===== src/rtl/wdg_pkg.sv =====
// How it works
// - two watchdog types, time-out or window, select bit, time-out after reset
// - type and period change only in normal mode, frozen in stop mode
// - init: long window after reset release; sleep/restart off, long window on normal
// - service is valid serial write to watchdog control register, acted on at select release
// - a timing write restarts the timer at once with the new setting, unless it lands in a closed window
// - long open window lasts 200 ms and accepts any valid service
// - period settings 1..7 give 10, 20, 50, 100, 200, 500, 1000 ms
// - failure requests restart or fail-safe mode and updates the failure count
// - after watchdog reset release, long open window starts immediately
// - development mode turns the watchdog off, no reset or request
// - each bad service counts up, saturating at 01 (config 2) or 10
// - failure count clears on good service, sleep, stop-disable, non-watchdog fail-safe
// - time-out type: service anytime restarts period; unserved expiry resets
// - window type: closed window is 60 percent, then open window
// - window type: service in closed window or expiry causes watchdog reset
// - data bits 15..8 need even parity, else ignored and serial error set
// - reserved data bit 3 counts in parity though it reads as zero
// - stop disable needs both bits; sequence error clears the second bit
// - service in stop or return to normal re-enables with long window, clears bits
// - first stop-disable bit already set when sequence starts is cleared
// - bus-wake restart enable defaults to 1, changeable only in normal before sequence
// - bus-wake restart raises interrupt, pulls receive low, starts long window
// - watchdog failure holds reset output low for the reset delay time
package wdg_pkg;

  // timing base
  localparam int unsigned CLK_PERIOD_NS = 25;
  localparam int unsigned MS_NS = 1_000_000;
  localparam int unsigned TICK_CYCLES_DEF = MS_NS / CLK_PERIOD_NS;
  localparam int unsigned LONG_WIN_MS = 200;
  localparam int unsigned RESET_DELAY_MS_DEF = 10;
  localparam int unsigned CLOSED_PCT = 60;
  localparam logic [10:0] PERIOD_1_MS = 11'h00a;
  localparam logic [10:0] PERIOD_2_MS = 11'h014;
  localparam logic [10:0] PERIOD_3_MS = 11'h032;
  localparam logic [10:0] PERIOD_4_MS = 11'h064;
  localparam logic [10:0] PERIOD_5_MS = 11'h0c8;
  localparam logic [10:0] PERIOD_6_MS = 11'h1f4;
  localparam logic [10:0] PERIOD_7_MS = 11'h3e8;

  // failure count ceilings
  localparam logic [1:0] FAIL_MAX_CFG2 = 2'h1;
  localparam logic [1:0] FAIL_MAX_OTHER = 2'h2;
  localparam logic [1:0] CFG_SEL_TWO = 2'h1;

  // serial frame: data in 15..8, write flag 7, address 6..0
  localparam logic [6:0] SPI_ADDR_WDG_CTRL = 7'h03;
  localparam logic [6:0] SPI_ADDR_WAKE_CTRL1 = 7'h04;
  localparam int unsigned FRAME_BITS = 16;
  localparam int unsigned CTL_PERIOD_LSB = 0;
  localparam int unsigned CTL_RESERVED_BIT = 3;
  localparam int unsigned CTL_TYPE_BIT = 5;
  localparam int unsigned CTL_STOP2_BIT = 6;
  localparam int unsigned CTL_CHECKSUM_BIT = 7;
  localparam int unsigned WAKE_STOP1_BIT = 0;
  localparam int unsigned WAKE_BUSEN_BIT = 2;
  localparam logic [2:0] PERIOD_RST = 3'h4;

  // bus registers
  localparam logic [7:0] REG_STATUS = 8'h00;
  localparam logic [7:0] REG_CONFIG = 8'h04;
  localparam int unsigned ST_SPIERR_BIT = 9;
  localparam logic [1:0] RESP_OKAY = 2'h0;
  localparam logic [1:0] RESP_SLVERR = 2'h2;

  typedef enum logic [2:0] {
    MODE_INIT = 3'b000,
    MODE_NORMAL = 3'b001,
    MODE_STOP = 3'b010,
    MODE_SLEEP = 3'b011,
    MODE_RESTART = 3'b100,
    MODE_FAILSAFE = 3'b101
  } wdg_mode_t;

  typedef enum logic [2:0] {
    ST_OFF = 3'b000,
    ST_LONGWIN = 3'b001,
    ST_CLOSED = 3'b010,
    ST_OPEN = 3'b011,
    ST_HOLD = 3'b100
  } wdg_state_t;

  function automatic logic [10:0] wdg_period_ms(input logic [2:0] sel);
    logic [10:0] ms;
    case (sel)
      3'h2: ms = PERIOD_2_MS;
      3'h3: ms = PERIOD_3_MS;
      3'h4: ms = PERIOD_4_MS;
      3'h5: ms = PERIOD_5_MS;
      3'h6: ms = PERIOD_6_MS;
      3'h7: ms = PERIOD_7_MS;
      default: ms = PERIOD_1_MS;
    endcase
    return ms;
  endfunction

  function automatic logic [10:0] wdg_closed_ms(input logic [2:0] sel);
    logic [17:0] prod;
    prod = 18'(wdg_period_ms(sel)) * 18'(CLOSED_PCT);
    return 11'(prod / 18'd100);
  endfunction

endpackage


===== src/rtl/wdg_supervisor.sv =====
// The implementer's own choices: the AXI4-Lite slave port and the placing of the registers.
`timescale 1ns/1ps
module wdg_supervisor #(
  parameter int unsigned TICK_CYCLES = wdg_pkg::TICK_CYCLES_DEF,
  parameter int unsigned RESET_DELAY_MS = wdg_pkg::RESET_DELAY_MS_DEF
) (
  // clock, reset, enable
  input wire logic clk,
  input wire logic rst,
  input wire logic ce,
  // axi4-lite register slave
  input wire logic [7:0] s_axi_awaddr,
  input wire logic s_axi_awvalid,
  output logic s_axi_awready,
  input wire logic [31:0] s_axi_wdata,
  input wire logic [3:0] s_axi_wstrb,
  input wire logic s_axi_wvalid,
  output logic s_axi_wready,
  output logic [1:0] s_axi_bresp,
  output logic s_axi_bvalid,
  input wire logic s_axi_bready,
  input wire logic [7:0] s_axi_araddr,
  input wire logic s_axi_arvalid,
  output logic s_axi_arready,
  output logic [31:0] s_axi_rdata,
  output logic [1:0] s_axi_rresp,
  output logic s_axi_rvalid,
  input wire logic s_axi_rready,
  // serial command pins
  input wire logic spiSclk,
  input wire logic spiCsN,
  input wire logic spiSdi,
  // chip mode and events
  input wire wdg_pkg::wdg_mode_t sbcMode,
  input wire logic devMode,
  input wire logic busWake,
  // supervisor outputs
  output logic resetOutN,
  output logic restartReq,
  output logic failSafeReq,
  output logic wakeIrq,
  output logic rxdPullLow
);
  import wdg_pkg::*;

  localparam int TW = $clog2(TICK_CYCLES);

  if (TICK_CYCLES < 2) begin : g_chk_tick
    $error("TICK_CYCLES must be at least 2");
  end
  if (RESET_DELAY_MS < 1 || RESET_DELAY_MS > 2047) begin : g_chk_rd
    $error("RESET_DELAY_MS must be 1..2047");
  end

  logic [1:0] sclkSync_q, csnSync_q, sdiSync_q;
  logic sclkPrev_q, csnPrev_q;
  logic [15:0] shift_q;
  logic [4:0] bitCnt_q;
  logic wdgType_q, stop1_q, stop2_q, busWakeEn_q, spiErr_q;
  logic [2:0] period_q;
  logic [1:0] cfgSel_q, failCnt_q;
  logic failSafeOnFail_q, failByWd_q;
  wdg_mode_t modePrev_q;
  wdg_state_t state_q;
  logic [TW-1:0] tickCnt_q;
  logic [10:0] msCnt_q;
  logic awHeld_q, wHeld_q;
  logic [7:0] awAddr_q;
  logic [31:0] wData_q;
  logic [3:0] wStrb_q;

  // serial pins cross into clk through two flops each
  always_ff @(posedge clk) begin
    if (rst) begin
      sclkSync_q <= 2'h0;
      csnSync_q <= 2'h3;
      sdiSync_q <= 2'h0;
      sclkPrev_q <= 1'b0;
      csnPrev_q <= 1'b1;
    end else if (ce) begin
      sclkSync_q <= {sclkSync_q[0], spiSclk};
      csnSync_q <= {csnSync_q[0], spiCsN};
      sdiSync_q <= {sdiSync_q[0], spiSdi};
      sclkPrev_q <= sclkSync_q[1];
      csnPrev_q <= csnSync_q[1];
    end
  end

  logic sclkRise, csnRise, csnFall;
  assign sclkRise = sclkSync_q[1] & ~sclkPrev_q & ~csnSync_q[1];
  assign csnRise = csnSync_q[1] & ~csnPrev_q;
  assign csnFall = ~csnSync_q[1] & csnPrev_q;

  // shift register, msb first; frames of other lengths are dropped
  always_ff @(posedge clk) begin
    if (rst) begin
      shift_q <= 16'h0000;
      bitCnt_q <= 5'h00;
    end else if (ce) begin
      if (csnFall) begin
        bitCnt_q <= 5'h00;
      end else if (sclkRise) begin
        shift_q <= {shift_q[14:0], sdiSync_q[1]};
        if (bitCnt_q != 5'h1f) begin
          bitCnt_q <= bitCnt_q + 5'h01;
        end
      end
    end
  end

  // frame decode happens only as select returns high
  logic frameDone, parityOk, modeNormal, modeStop, cmdWdg, cmdWake, service;
  logic [7:0] dataByte;
  assign dataByte = shift_q[15:8];
  assign frameDone = csnRise && bitCnt_q == 5'(FRAME_BITS) && shift_q[7];
  assign parityOk = ~^dataByte; // reserved bit 3 is included as written
  assign modeNormal = sbcMode == MODE_NORMAL;
  assign modeStop = sbcMode == MODE_STOP;
  assign cmdWdg = frameDone && shift_q[6:0] == SPI_ADDR_WDG_CTRL && (modeNormal || modeStop);
  assign cmdWake = frameDone && shift_q[6:0] == SPI_ADDR_WAKE_CTRL1 && modeNormal;
  assign service = cmdWdg && parityOk;

  // watchdog availability
  logic stopOff, wdOff, busRestart, leaveStop;
  assign stopOff = modeStop && stop1_q && stop2_q;
  assign wdOff = devMode || stopOff || sbcMode == MODE_SLEEP
    || sbcMode == MODE_RESTART || sbcMode == MODE_FAILSAFE;
  assign busRestart = busWake && stopOff && busWakeEn_q;
  assign leaveStop = modePrev_q == MODE_STOP && modeNormal;

  // configuration and stop-disable sequence
  always_ff @(posedge clk) begin
    if (rst) begin
      wdgType_q <= 1'b0; // time-out type after defaults
      period_q <= PERIOD_RST;
      stop1_q <= 1'b0;
      stop2_q <= 1'b0;
      busWakeEn_q <= 1'b1;
      modePrev_q <= MODE_INIT;
    end else if (ce) begin
      modePrev_q <= sbcMode;
      if (service && modeNormal) begin
        wdgType_q <= dataByte[CTL_TYPE_BIT]; // normal mode only
        period_q <= dataByte[CTL_PERIOD_LSB +: 3];
        // second bit without the first is a sequence error
        stop2_q <= dataByte[CTL_STOP2_BIT] && stop1_q;
      end
      if (cmdWake) begin
        // a set first bit restarts the sequence by clearing
        stop1_q <= dataByte[WAKE_STOP1_BIT] && !stop1_q;
        if (!stop1_q && !stop2_q) begin
          busWakeEn_q <= dataByte[WAKE_BUSEN_BIT]; // before the sequence only
        end
      end
      // re-enable paths clear both bits
      if ((service && modeStop) || leaveStop || busRestart) begin
        stop1_q <= 1'b0;
        stop2_q <= 1'b0;
      end
    end
  end

  // serial error flag, set beats a software clear in the same cycle
  logic spiErrClr;
  always_ff @(posedge clk) begin
    if (rst) begin
      spiErr_q <= 1'b0;
    end else if (ce) begin
      if (cmdWdg && !parityOk) begin
        spiErr_q <= 1'b1; // command dropped
      end else if (spiErrClr) begin
        spiErr_q <= 1'b0;
      end
    end
  end

  // window timing decisions
  logic tickLast, msDone, effWindow, okEv, failEv;
  logic [10:0] limitMs;
  assign tickLast = tickCnt_q == TW'(TICK_CYCLES - 1);
  assign effWindow = (service && modeNormal) ? dataByte[CTL_TYPE_BIT] : wdgType_q;
  always_comb begin
    limitMs = 11'(RESET_DELAY_MS);
    unique case (state_q)
      ST_LONGWIN: limitMs = 11'(LONG_WIN_MS);
      ST_CLOSED: limitMs = wdg_closed_ms(period_q);
      ST_OPEN: limitMs = wdgType_q ? wdg_period_ms(period_q) - wdg_closed_ms(period_q)
        : wdg_period_ms(period_q);
      ST_HOLD: limitMs = 11'(RESET_DELAY_MS);
      ST_OFF: limitMs = 11'(RESET_DELAY_MS);
    endcase
  end
  assign msDone = tickLast && msCnt_q + 11'h001 >= limitMs;
  assign okEv = service && !wdOff && (state_q == ST_LONGWIN || state_q == ST_OPEN
    || (state_q == ST_CLOSED && !wdgType_q));
  assign failEv = !wdOff && ((service && state_q == ST_CLOSED && wdgType_q)
    || (msDone && (state_q == ST_LONGWIN || state_q == ST_OPEN)));

  // watchdog state, ms timer and reset output
  always_ff @(posedge clk) begin
    if (rst) begin
      state_q <= ST_HOLD; // reset output held low first, then long window
      tickCnt_q <= '0;
      msCnt_q <= 11'h000;
      resetOutN <= 1'b0;
      restartReq <= 1'b0;
      failSafeReq <= 1'b0;
    end else if (ce) begin
      restartReq <= 1'b0;
      failSafeReq <= 1'b0;
      tickCnt_q <= tickLast ? '0 : tickCnt_q + TW'(1);
      if (tickLast) begin
        msCnt_q <= msCnt_q + 11'h001;
      end
      if (state_q == ST_HOLD) begin
        if (msDone) begin
          resetOutN <= 1'b1;
          state_q <= ST_LONGWIN;
          tickCnt_q <= '0;
          msCnt_q <= 11'h000;
        end
      end else if (wdOff) begin
        state_q <= ST_OFF;
      end else if (state_q == ST_OFF || busRestart) begin
        state_q <= ST_LONGWIN; // back on after sleep, restart or stop
        tickCnt_q <= '0;
        msCnt_q <= 11'h000;
      end else if (failEv) begin
        state_q <= ST_HOLD;
        resetOutN <= 1'b0;
        restartReq <= !failSafeOnFail_q;
        failSafeReq <= failSafeOnFail_q;
        tickCnt_q <= '0;
        msCnt_q <= 11'h000;
      end else if (okEv || (service && modeNormal)) begin
        // new timing also restarts the timer at once
        state_q <= effWindow ? ST_CLOSED : ST_OPEN;
        tickCnt_q <= '0;
        msCnt_q <= 11'h000;
      end else if (state_q == ST_CLOSED && msDone) begin
        state_q <= ST_OPEN;
        tickCnt_q <= '0;
        msCnt_q <= 11'h000;
      end
    end
  end

  // failure counter with configuration-dependent ceiling
  logic [1:0] failMax;
  logic failClear;
  assign failMax = cfgSel_q == CFG_SEL_TWO ? FAIL_MAX_CFG2 : FAIL_MAX_OTHER;
  assign failClear = state_q == ST_OFF && (stopOff || sbcMode == MODE_SLEEP
    || (sbcMode == MODE_FAILSAFE && !failByWd_q));
  always_ff @(posedge clk) begin
    if (rst) begin
      failCnt_q <= 2'h0;
      failByWd_q <= 1'b0;
    end else if (ce) begin
      if (failEv) begin
        failByWd_q <= 1'b1;
        if (failCnt_q < failMax) begin
          failCnt_q <= failCnt_q + 2'h1;
        end
      end else if (okEv || failClear) begin
        failCnt_q <= 2'h0;
        failByWd_q <= 1'b0;
      end
    end
  end

  // bus wake notification, receive pull held until next good service
  always_ff @(posedge clk) begin
    if (rst) begin
      wakeIrq <= 1'b0;
      rxdPullLow <= 1'b0;
    end else if (ce) begin
      wakeIrq <= busRestart;
      if (busRestart) begin
        rxdPullLow <= 1'b1;
      end else if (okEv) begin
        rxdPullLow <= 1'b0;
      end
    end
  end

  // axi write path: address and data taken in either order
  logic doWrite, wrStatus, wrConfig;
  assign doWrite = awHeld_q && wHeld_q && !s_axi_bvalid;
  assign wrStatus = awAddr_q[7:2] == REG_STATUS[7:2];
  assign wrConfig = awAddr_q[7:2] == REG_CONFIG[7:2];
  assign spiErrClr = doWrite && wrStatus && wStrb_q[1] && wData_q[ST_SPIERR_BIT];
  always_ff @(posedge clk) begin
    if (rst) begin
      s_axi_awready <= 1'b0;
      s_axi_wready <= 1'b0;
      s_axi_bvalid <= 1'b0;
      s_axi_bresp <= RESP_OKAY;
      awHeld_q <= 1'b0;
      wHeld_q <= 1'b0;
      awAddr_q <= 8'h00;
      wData_q <= 32'h0000_0000;
      wStrb_q <= 4'h0;
    end else if (ce) begin
      if (s_axi_awready && s_axi_awvalid) begin
        awHeld_q <= 1'b1;
        awAddr_q <= s_axi_awaddr;
        s_axi_awready <= 1'b0;
      end else if (!awHeld_q && !s_axi_bvalid) begin
        s_axi_awready <= 1'b1;
      end
      if (s_axi_wready && s_axi_wvalid) begin
        wHeld_q <= 1'b1;
        wData_q <= s_axi_wdata;
        wStrb_q <= s_axi_wstrb;
        s_axi_wready <= 1'b0;
      end else if (!wHeld_q && !s_axi_bvalid) begin
        s_axi_wready <= 1'b1;
      end
      if (doWrite) begin
        awHeld_q <= 1'b0;
        wHeld_q <= 1'b0;
        s_axi_bvalid <= 1'b1;
        s_axi_bresp <= (wrStatus || wrConfig) ? RESP_OKAY : RESP_SLVERR;
      end else if (s_axi_bvalid && s_axi_bready) begin
        s_axi_bvalid <= 1'b0;
      end
    end
  end

  // config register: failure configuration and reaction select
  always_ff @(posedge clk) begin
    if (rst) begin
      cfgSel_q <= 2'h0;
      failSafeOnFail_q <= 1'b0;
    end else if (ce && doWrite && wrConfig && wStrb_q[0]) begin
      cfgSel_q <= wData_q[1:0];
      failSafeOnFail_q <= wData_q[2];
    end
  end

  // axi read path, one read at a time
  logic [31:0] rdMux;
  logic rdHit;
  always_comb begin
    rdMux = 32'h0000_0000;
    rdHit = 1'b1;
    if (s_axi_araddr[7:2] == REG_STATUS[7:2]) begin
      rdMux = {18'h00000, resetOutN, state_q, spiErr_q, busWakeEn_q, stop2_q, stop1_q,
        period_q, wdgType_q, failCnt_q};
    end else if (s_axi_araddr[7:2] == REG_CONFIG[7:2]) begin
      rdMux = {29'h00000000, failSafeOnFail_q, cfgSel_q};
    end else begin
      rdHit = 1'b0;
    end
  end
  always_ff @(posedge clk) begin
    if (rst) begin
      s_axi_arready <= 1'b0;
      s_axi_rvalid <= 1'b0;
      s_axi_rdata <= 32'h0000_0000;
      s_axi_rresp <= RESP_OKAY;
    end else if (ce) begin
      if (s_axi_arready && s_axi_arvalid) begin
        s_axi_arready <= 1'b0;
        s_axi_rvalid <= 1'b1;
        s_axi_rdata <= rdMux;
        s_axi_rresp <= rdHit ? RESP_OKAY : RESP_SLVERR;
      end else if (s_axi_rvalid && s_axi_rready) begin
        s_axi_rvalid <= 1'b0;
      end else if (!s_axi_rvalid) begin
        s_axi_arready <= 1'b1;
      end
    end
  end

endmodule // wdg_supervisor


===== config.mk =====
export PLATFORM = sky130hd
export DESIGN_NAME = wdg_supervisor
export DESIGN_NICKNAME = d
export VERILOG_FILES = /design/src/rtl/wdg_pkg.sv /design/src/rtl/wdg_supervisor.sv
export SDC_FILE = /design/constraint.sdc
export NUM_CORES = 1
export LEC_CHECK = 0
export ABC_AREA = 1
export BUFFER_PORTS_ARGS = -buffer_cell sky130_fd_sc_hd__buf_2
export CORE_AREA = 2 2 162 164
export CTS_CLUSTER_SIZE = 40
export DETAILED_ROUTE_END_ITERATION = 7
export DIE_AREA = 0 0 164 166
export GPL_TIMING_DRIVEN = 0
export PLACE_DENSITY = 0.55
export SYNTH_ARGS = -nofsm -noshare
export SYNTH_HDL_FRONTEND = slang
export SYNTH_SLANG_ARGS = --single-unit

===== constraint.sdc =====
create_clock -name clk -period 8.66 [get_ports clk]
set_clock_uncertainty 0.1 [all_clocks]
set_input_delay 0.866 -clock clk [delete_from_list [all_inputs] [get_ports clk]]
set_output_delay 0.866 -clock clk [all_outputs]
set_load 0.02 [all_outputs]

==> reports/summary.txt, run 1 <==
Status: complete, but fails checks
Failing checks: negative setup slack
Die area: 0.0272 mm^2
Total GRT Usage: 17.1%
Die Y: 166 um
EDFF count, synth: 0
Initial antenna violation count: 3
Via count: 7701
Syn. warnings: 0
Max-slew violation count: 0
CP Launch Type: flop
Post-DRT Antenna Nets: 0
Drt first pass iters: 5
Power per cell area: 170 mW/mm^2
Slew HR: 41.8%
HPWL reported at the end of detailed placement: 16800 um
Total grt overflow: 0
Unrepaired setup endpoints after global routing: true
DRT iter0 DRCs: 481
FF/Latch Area: 0.00233 mm^2
Die width: 164 um
Register bit total from synthesis: 116
Worst-path clk slew: 60 ps
Leading cell types in the layout, fill and taps excluded: 155 x inv_1, 133 x nand2_1, 113 x dfxtp_1, 100 x nor2_1, 95 x o21ai_0
CTS buffer count: 17
Placeable Area: 0.0256 mm^2
Finish-stage setup viols: 32
Vias in the first global route: 7290
Pleak: 4.38 nW
Global-route wire length before repair: 37400 um
Number of fill cells in the layout: 2702
Comb power frac: 20.8%
# DRC: 0
Clock power share: 45.0%
Root Driver: clkbuf_16
Switch Pwr: 0.000484 W
Cell Int Power: 0.00121 W
Tightest Hold Check Type: reg2reg
Sinks on Clock Net: 116
Final Net Count: 1364
Skew-Pair Late Insertion Delay: 420 ps
Sequential power share: 34.2%
Starting Density: 29.6%
Crit-path max cell delay: 520 ps
Worst EP required: 8890 ps
Post-Syn Area: 0.00757 mm^2
Fmax achieved: 0.111 GHz
Final core occ: 38.8%
WP data arrival: 9250 ps
Routed WL: 23100 um
Synth async-reset ratio: 0%
Final instance area: 0.00994 mm^2
Crit end category: flop
Final Cycle Share: 104%
Worst vdd ir: 0.000131 V
Fin Hold WS: 346 ps
CP max-delay cell: fa_1
CTS tree: yes
H-tree levels: 4
Setup ws final: -357 ps
Port bufs: 57
Max-cap violations: 0
Switching share of power: 28.6%
Worst hold start: wData_q[9]$_SDFFE_PP0P_
Share of cells above drive strength 1: 22.5%
Commonest non-fill, non-tap cell in the layout: inv_1
Ys flop type: dfxtp_1
Largest net degree at the start of global routing: 17
Clock period minus worst slack: 9020 ps
Bufs on Longest Clock Path: 2
CP Class: reg2reg
Crit-path max FO: 7
DR vias/cell: 4.82
CP dominant cell by count: nand2_2
Crit. Startpoint: period_q[2]$_SDFFE_PP1P_
Sequential share of the synthesized area: 30.7%
Num rows: 59
Io pins: 114
RR Startpoint: period_q[2]$_SDFFE_PP1P_
Drt wl/cell: 14.4 um
Syn avg cell area: 6.88 um^2
Yosys cell types: 54
Worst-Margin Slew: 867 ps
Final Hold Viols: 0
Syn Inst Count: 1100
Area taken by multi-input logic gates: 0.00486 mm^2
Area of placed instances: 0.00837 mm^2
Final GP Congestion: 0.875
Synth-to-layout area growth: 31.4%
[cell families (layout without fill, tap and decap cells)]
family / after synthesis / count (layout) / synth area share, %
XOR/XNOR: 23 / 23 / 2.66
AO/OA/AOI/OAI: 258 / 258 / 19.9
flip-flops: 116 / 116 / 30.7
AND/OR/NAND/NOR: 424 / 424 / 25.8
adder cells (fa/ha/maj): 46 / 46 / 8.30
other: 2 / 25 / 0.0992
buffers and inverters: 231 / 372 / 12.5
[metal layers]
layer,part of all wire [%],wire length [um],vias to the layer above,global-route usage [%]
li1,-,-,3936,-
met1,46,10700,3551,22.9
met5,0.12,27,-,0
met4,1.1,260,4,4.54
met3,4.9,1140,23,3.10
met2,47,10900,187,28.3
[stage by stage]
stage | setup TNS (ps) | power, W | std cells | setup WS (ps)
final | -6700 | 0.00169 | 1599 | -357
after detailed placement | -51660 | 0.000843 | 1514 | -1620
after CTS | -9630 | 0.00166 | 1586 | -384
after floorplan | 0 | 0.000772 | 1122 | 10.3
after global placement | -49990 | 0.000841 | 1514 | -1630
after global routing | -28360 | 0.00177 | 1598 | -955
[cells in the mapped netlist, types with 5 or more instances]
cell       instances  area [um^2]
inv_1            169          634
nor3_1            32          160
o21ai_0          101          505
ha_1              39          488
fa_1               7          140
a31oi_1            7         43.8
a211oi_1          22          165
nand3_2            6         60.1
nand2_1          151          567
buf_4             21          158
a21o_1             5         37.5
xor2_1            17          149
dfxtp_1          116         2320
nor4_1             8         50.1
a21oi_1           78          390
a22oi_1            5         37.5
nand2_4            5         56.3
o211ai_1           6         45.0
nand4_1           19          119
nor2_1           112          420
xnor2_1            6         52.6
nand3_1           74          370
a2111oi_0          6         52.6
clkbuf_1          32          120
nand2_2            7         43.8
[worst max-delay path, delay by kind of cell (launching register included)]
kind	cells	cell delay, ps
adder cells (fa/ha/maj)	7	2410
AND/OR/NAND/NOR	30	2940
AO/OA/AOI/OAI	15	2170
flip-flops	1	390
buffers and inverters	11	900
[final cells by class]
| type | count | share of cell area, % |
|---|---|---|
| multi-input cells | 775 | 48.9 |
| flip-flops and latches | 116 | 23.5 |
| repair buffers | 111 | 7.22 |
| inverters | 175 | 6.74 |
| clock buffers | 24 | 4.95 |
| well taps | 335 | 4.22 |
| plain buffers | 54 | 2.99 |
| clock inverters | 8 | 1.47 |
| diodes | 1 | 0.0252 |
[power groups by stage]
| stage | combinational (W) | sequential, W | clock [W] |
|---|---|---|---|
| 2_1_floorplan | 0.000184 | 0.000588 | 0 |
| 3_3_place_gp | 0.000251 | 0.000590 | 0 |
| 3_5_place_dp | 0.000253 | 0.000590 | 0 |
| 4_1_cts | 0.000312 | 0.000579 | 0.000771 |
| 5_1_grt | 0.000388 | 0.000583 | 0.000796 |
| 6_report | 0.000352 | 0.000579 | 0.000761 |
[sequential cells by signal (all words and copies together) (netlist names), 3 cells and up]
register	flops
shift_q	16
tickCnt_q	16
s_axi_rdata	14
msCnt_q	11
awAddr_q	6
bitCnt_q	5
wData_q	4
modePrev_q	3
period_q	3
state_q	3
[repair_timing]
item	4_1_cts	5_1_grt
pin swaps	41	41
hold buffers	0	0
endpoints found under the setup margin	36	36
cloned	1	0
setup buffers	39	14
gates resized for setup	85	57
[final timing paths]
kind                                           endpoint  slack [ps]  cells past startpoint
worst max-delay path            state_q[0]$_SDFFE_PP0P_        -360                     63
worst min-delay path            wData_q[9]$_SDFFE_PP0P_         350                      2
worst max register to register  state_q[0]$_SDFFE_PP0P_        -360                     63
worst min register to register  wData_q[9]$_SDFFE_PP0P_         350                      2
Note: power is estimated with default switching activity, not from simulation.
==> inputs of run 2 (changes only) <==
--- a/config.mk
+++ b/config.mk
@@ -13,6 +13,7 @@
 export DIE_AREA = 0 0 164 166
 export GPL_TIMING_DRIVEN = 0
 export PLACE_DENSITY = 0.55
+export SETUP_SLACK_MARGIN = 0.1
 export SYNTH_ARGS = -nofsm -noshare
 export SYNTH_HDL_FRONTEND = slang
 export SYNTH_SLANG_ARGS = --single-unit
==> run 2 against run 1 <==
  * The flow still finishes with violations (negative setup slack)
  * Critical path type unchanged
  * Routed wire length is 0.36% higher
  * Critical endpoint unchanged
  * Total power decreased by 3.6%
  * Die area did not move
  * Cell area about the same
  * Register-to-register slack improved by 110 ps
==> reports/summary.txt, run 2 (synthesis results as in run 1) <==
Worst-path clk slew: 50 ps (about the same)
Commonest non-fill, non-tap cell in the layout: inv_1
Largest net degree at the start of global routing: 17 (unchanged)
Setup ws final: -244 ps (+113 ps)
Global-route wire length before repair: 37600 um (+0.59%)
Total GRT Usage: 17.2% (+0.084 points)
Max-slew violation count: 0 (unchanged)
# DRC: 0 (unchanged)
Synth-to-layout area growth: 31.2% (about the same)
Final Net Count: 1360 (-0.29%)
Crit end category: flop
H-tree levels: 4 (unchanged)
Skew-Pair Late Insertion Delay: 420 ps (about the same)
Via count: 7727 (+0.34%)
Root Driver: clkbuf_16
Post-DRT Antenna Nets: 0 (unchanged)
CP max-delay cell: fa_1
Share of cells above drive strength 1: 23.3% (+0.79 points)
Die area: 0.0272 mm^2 (unchanged)
WP data arrival: 9130 ps (-120 ps)
Area of placed instances: 0.00838 mm^2 (+0.10%)
Fin Hold WS: 346 ps (-0.357 ps)
Num rows: 59 (unchanged)
Drt wl/cell: 14.5 um (+0.67%)
Worst EP required: 8880 ps (about the same)
Area taken by multi-input logic gates: 0.00493 mm^2 (+1.3%)
Hold Buf Count CTS: 0 (unchanged)
Final GP Congestion: 0.851 (-2.7%)
CP Class: reg2reg
Drt first pass iters: 5 (unchanged)
Failing checks: negative setup slack
Routed WL: 23200 um (+0.36%)
Total grt overflow: 0 (unchanged)
Final Hold Viols: 0 (unchanged)
Io pins: 114 (unchanged)
RR Startpoint: period_q[2]$_SDFFE_PP1P_
Max-cap violations: 0 (unchanged)
Leading cell types in the layout, fill and taps excluded: 151 x inv_1, 134 x nand2_1, 113 x dfxtp_1, 101 x nor2_1, 93 x o21ai_0
Initial antenna violation count: 2 (-1)
Pleak: 4.34 nW (-0.88%)
Unrepaired setup endpoints after global routing: true
Slew HR: 41.9% (+0.11 points)
Port bufs: 57 (unchanged)
Final Cycle Share: 103% (-1.3 points)
Crit-path max FO: 6 (-1)
Crit-path max cell delay: 500 ps (-20 ps)
CP dominant cell by count: nand2_2
Clock period minus worst slack: 8900 ps (-113 ps)
Vias in the first global route: 7460 (+2.3%)
Bufs on Longest Clock Path: 2 (unchanged)
DRT iter0 DRCs: 455 (-5.4%)
DR vias/cell: 4.85 (+0.65%)
Worst-Margin Slew: 869 ps (+1.85 ps)
Tightest Hold Check Type: reg2reg
N_diodes: 0 (-1)
Power per cell area: 164 mW/mm^2 (-3.5%)
Placeable Area: 0.0256 mm^2 (unchanged)
Fmax achieved: 0.112 GHz (+1.3%)
HPWL reported at the end of detailed placement: 16800 um (+0.42%)
FF/Latch Area: 0.00233 mm^2 (-0.21%)
Starting Density: 29.6% (unchanged)
CP Launch Type: flop
Status: complete, but fails checks
Worst vdd ir: 0.000140 V (+6.8%)
Final instance area: 0.00993 mm^2 (about the same)
CTS buffer count: 17 (unchanged)
Sinks on Clock Net: 116 (unchanged)
Number of fill cells in the layout: 2686 (-0.59%)
Crit. Startpoint: period_q[2]$_SDFFE_PP1P_
CTS tree: yes
Die width: 164 um (unchanged)
Top Registers: shift_q (16), tickCnt_q (16), s_axi_rdata (14)
Die Y: 166 um (unchanged)
Finish-stage setup viols: 32 (unchanged)
Worst hold start: awAddr_q[4]$_SDFFE_PP0P_
run 2: cell count changes in the layout (fill, tap and decap cells not counted), moves of 3 or more:
cell      change
buf_4        -10
buf_6         +6
inv_1         -4
a211oi_1      -3
a211oi_2      +3
clkbuf_8      -3
clkinv_2      +3
inv_2         +3
run 2: through the flow:
stage          setup WS (ps)  power [W]  setup TNS (ps)  cells  utilization (%)
5_1_grt                 -879    0.00171          -26550   1594             38.8
2_1_floorplan            108   0.000773               0   1122                -
3_3_place_gp           -1600   0.000841          -47010   1514             32.7
3_5_place_dp           -1690   0.000844          -50050   1514             32.7
6_report                -244    0.00163           -4170   1594             38.8
4_1_cts                 -466    0.00160          -11570   1579             37.4
run 2: report_power, final:
part | total [W] | internal, W | switching (W)
sequential | 0.000579 | 0.000559 | 0.0000209
clock | 0.000706 | 0.000457 | 0.000249
combinational | 0.000347 | 0.000134 | 0.000213
run 2: repair_timing:
item                                    CTS  global route
resized for setup                        96            65
cloned                                    1             0
endpoints found under the setup margin   36            36
pin swaps                                47            36
setup buffers                            32            16
run 2: path summary, 6_finish.rpt:
kind	endpoint	slack (ps)	depth (start not counted)
setup reg to reg	state_q[0]$_SDFFE_PP0P_	-240	63
hold / removal	awAddr_q[4]$_SDFFE_PP0P_	350	2
setup / recovery	state_q[0]$_SDFFE_PP0P_	-240	63
hold reg to reg	awAddr_q[4]$_SDFFE_PP0P_	350	2
run 2: critical path: cells and delay by family (launching register included):
| family | cells | cell delay, ps |
|---|---|---|
| compound gates | 17 | 2260 |
| fa+ha+maj | 7 | 2350 |
| buf+inv | 9 | 700 |
| flops | 1 | 320 |
| simple gates | 30 | 3040 |
run 2: final cells by class:
type	instances	area share, %
clock buffer	22	4.57
multi-input combinational	775	49.6
clock inverter	10	1.32
inverter	175	6.83
tap	335	4.22
sequential	116	23.4
buffer	55	3.10
timing repair buffer	106	6.91
run 2: routing by layer:
layer  part of all wire [%]  track usage [%]
met3                    6.0             3.40
met2                     47             28.5
met5                  0.030                0
met1                     46             22.8
met4                    1.3             4.58
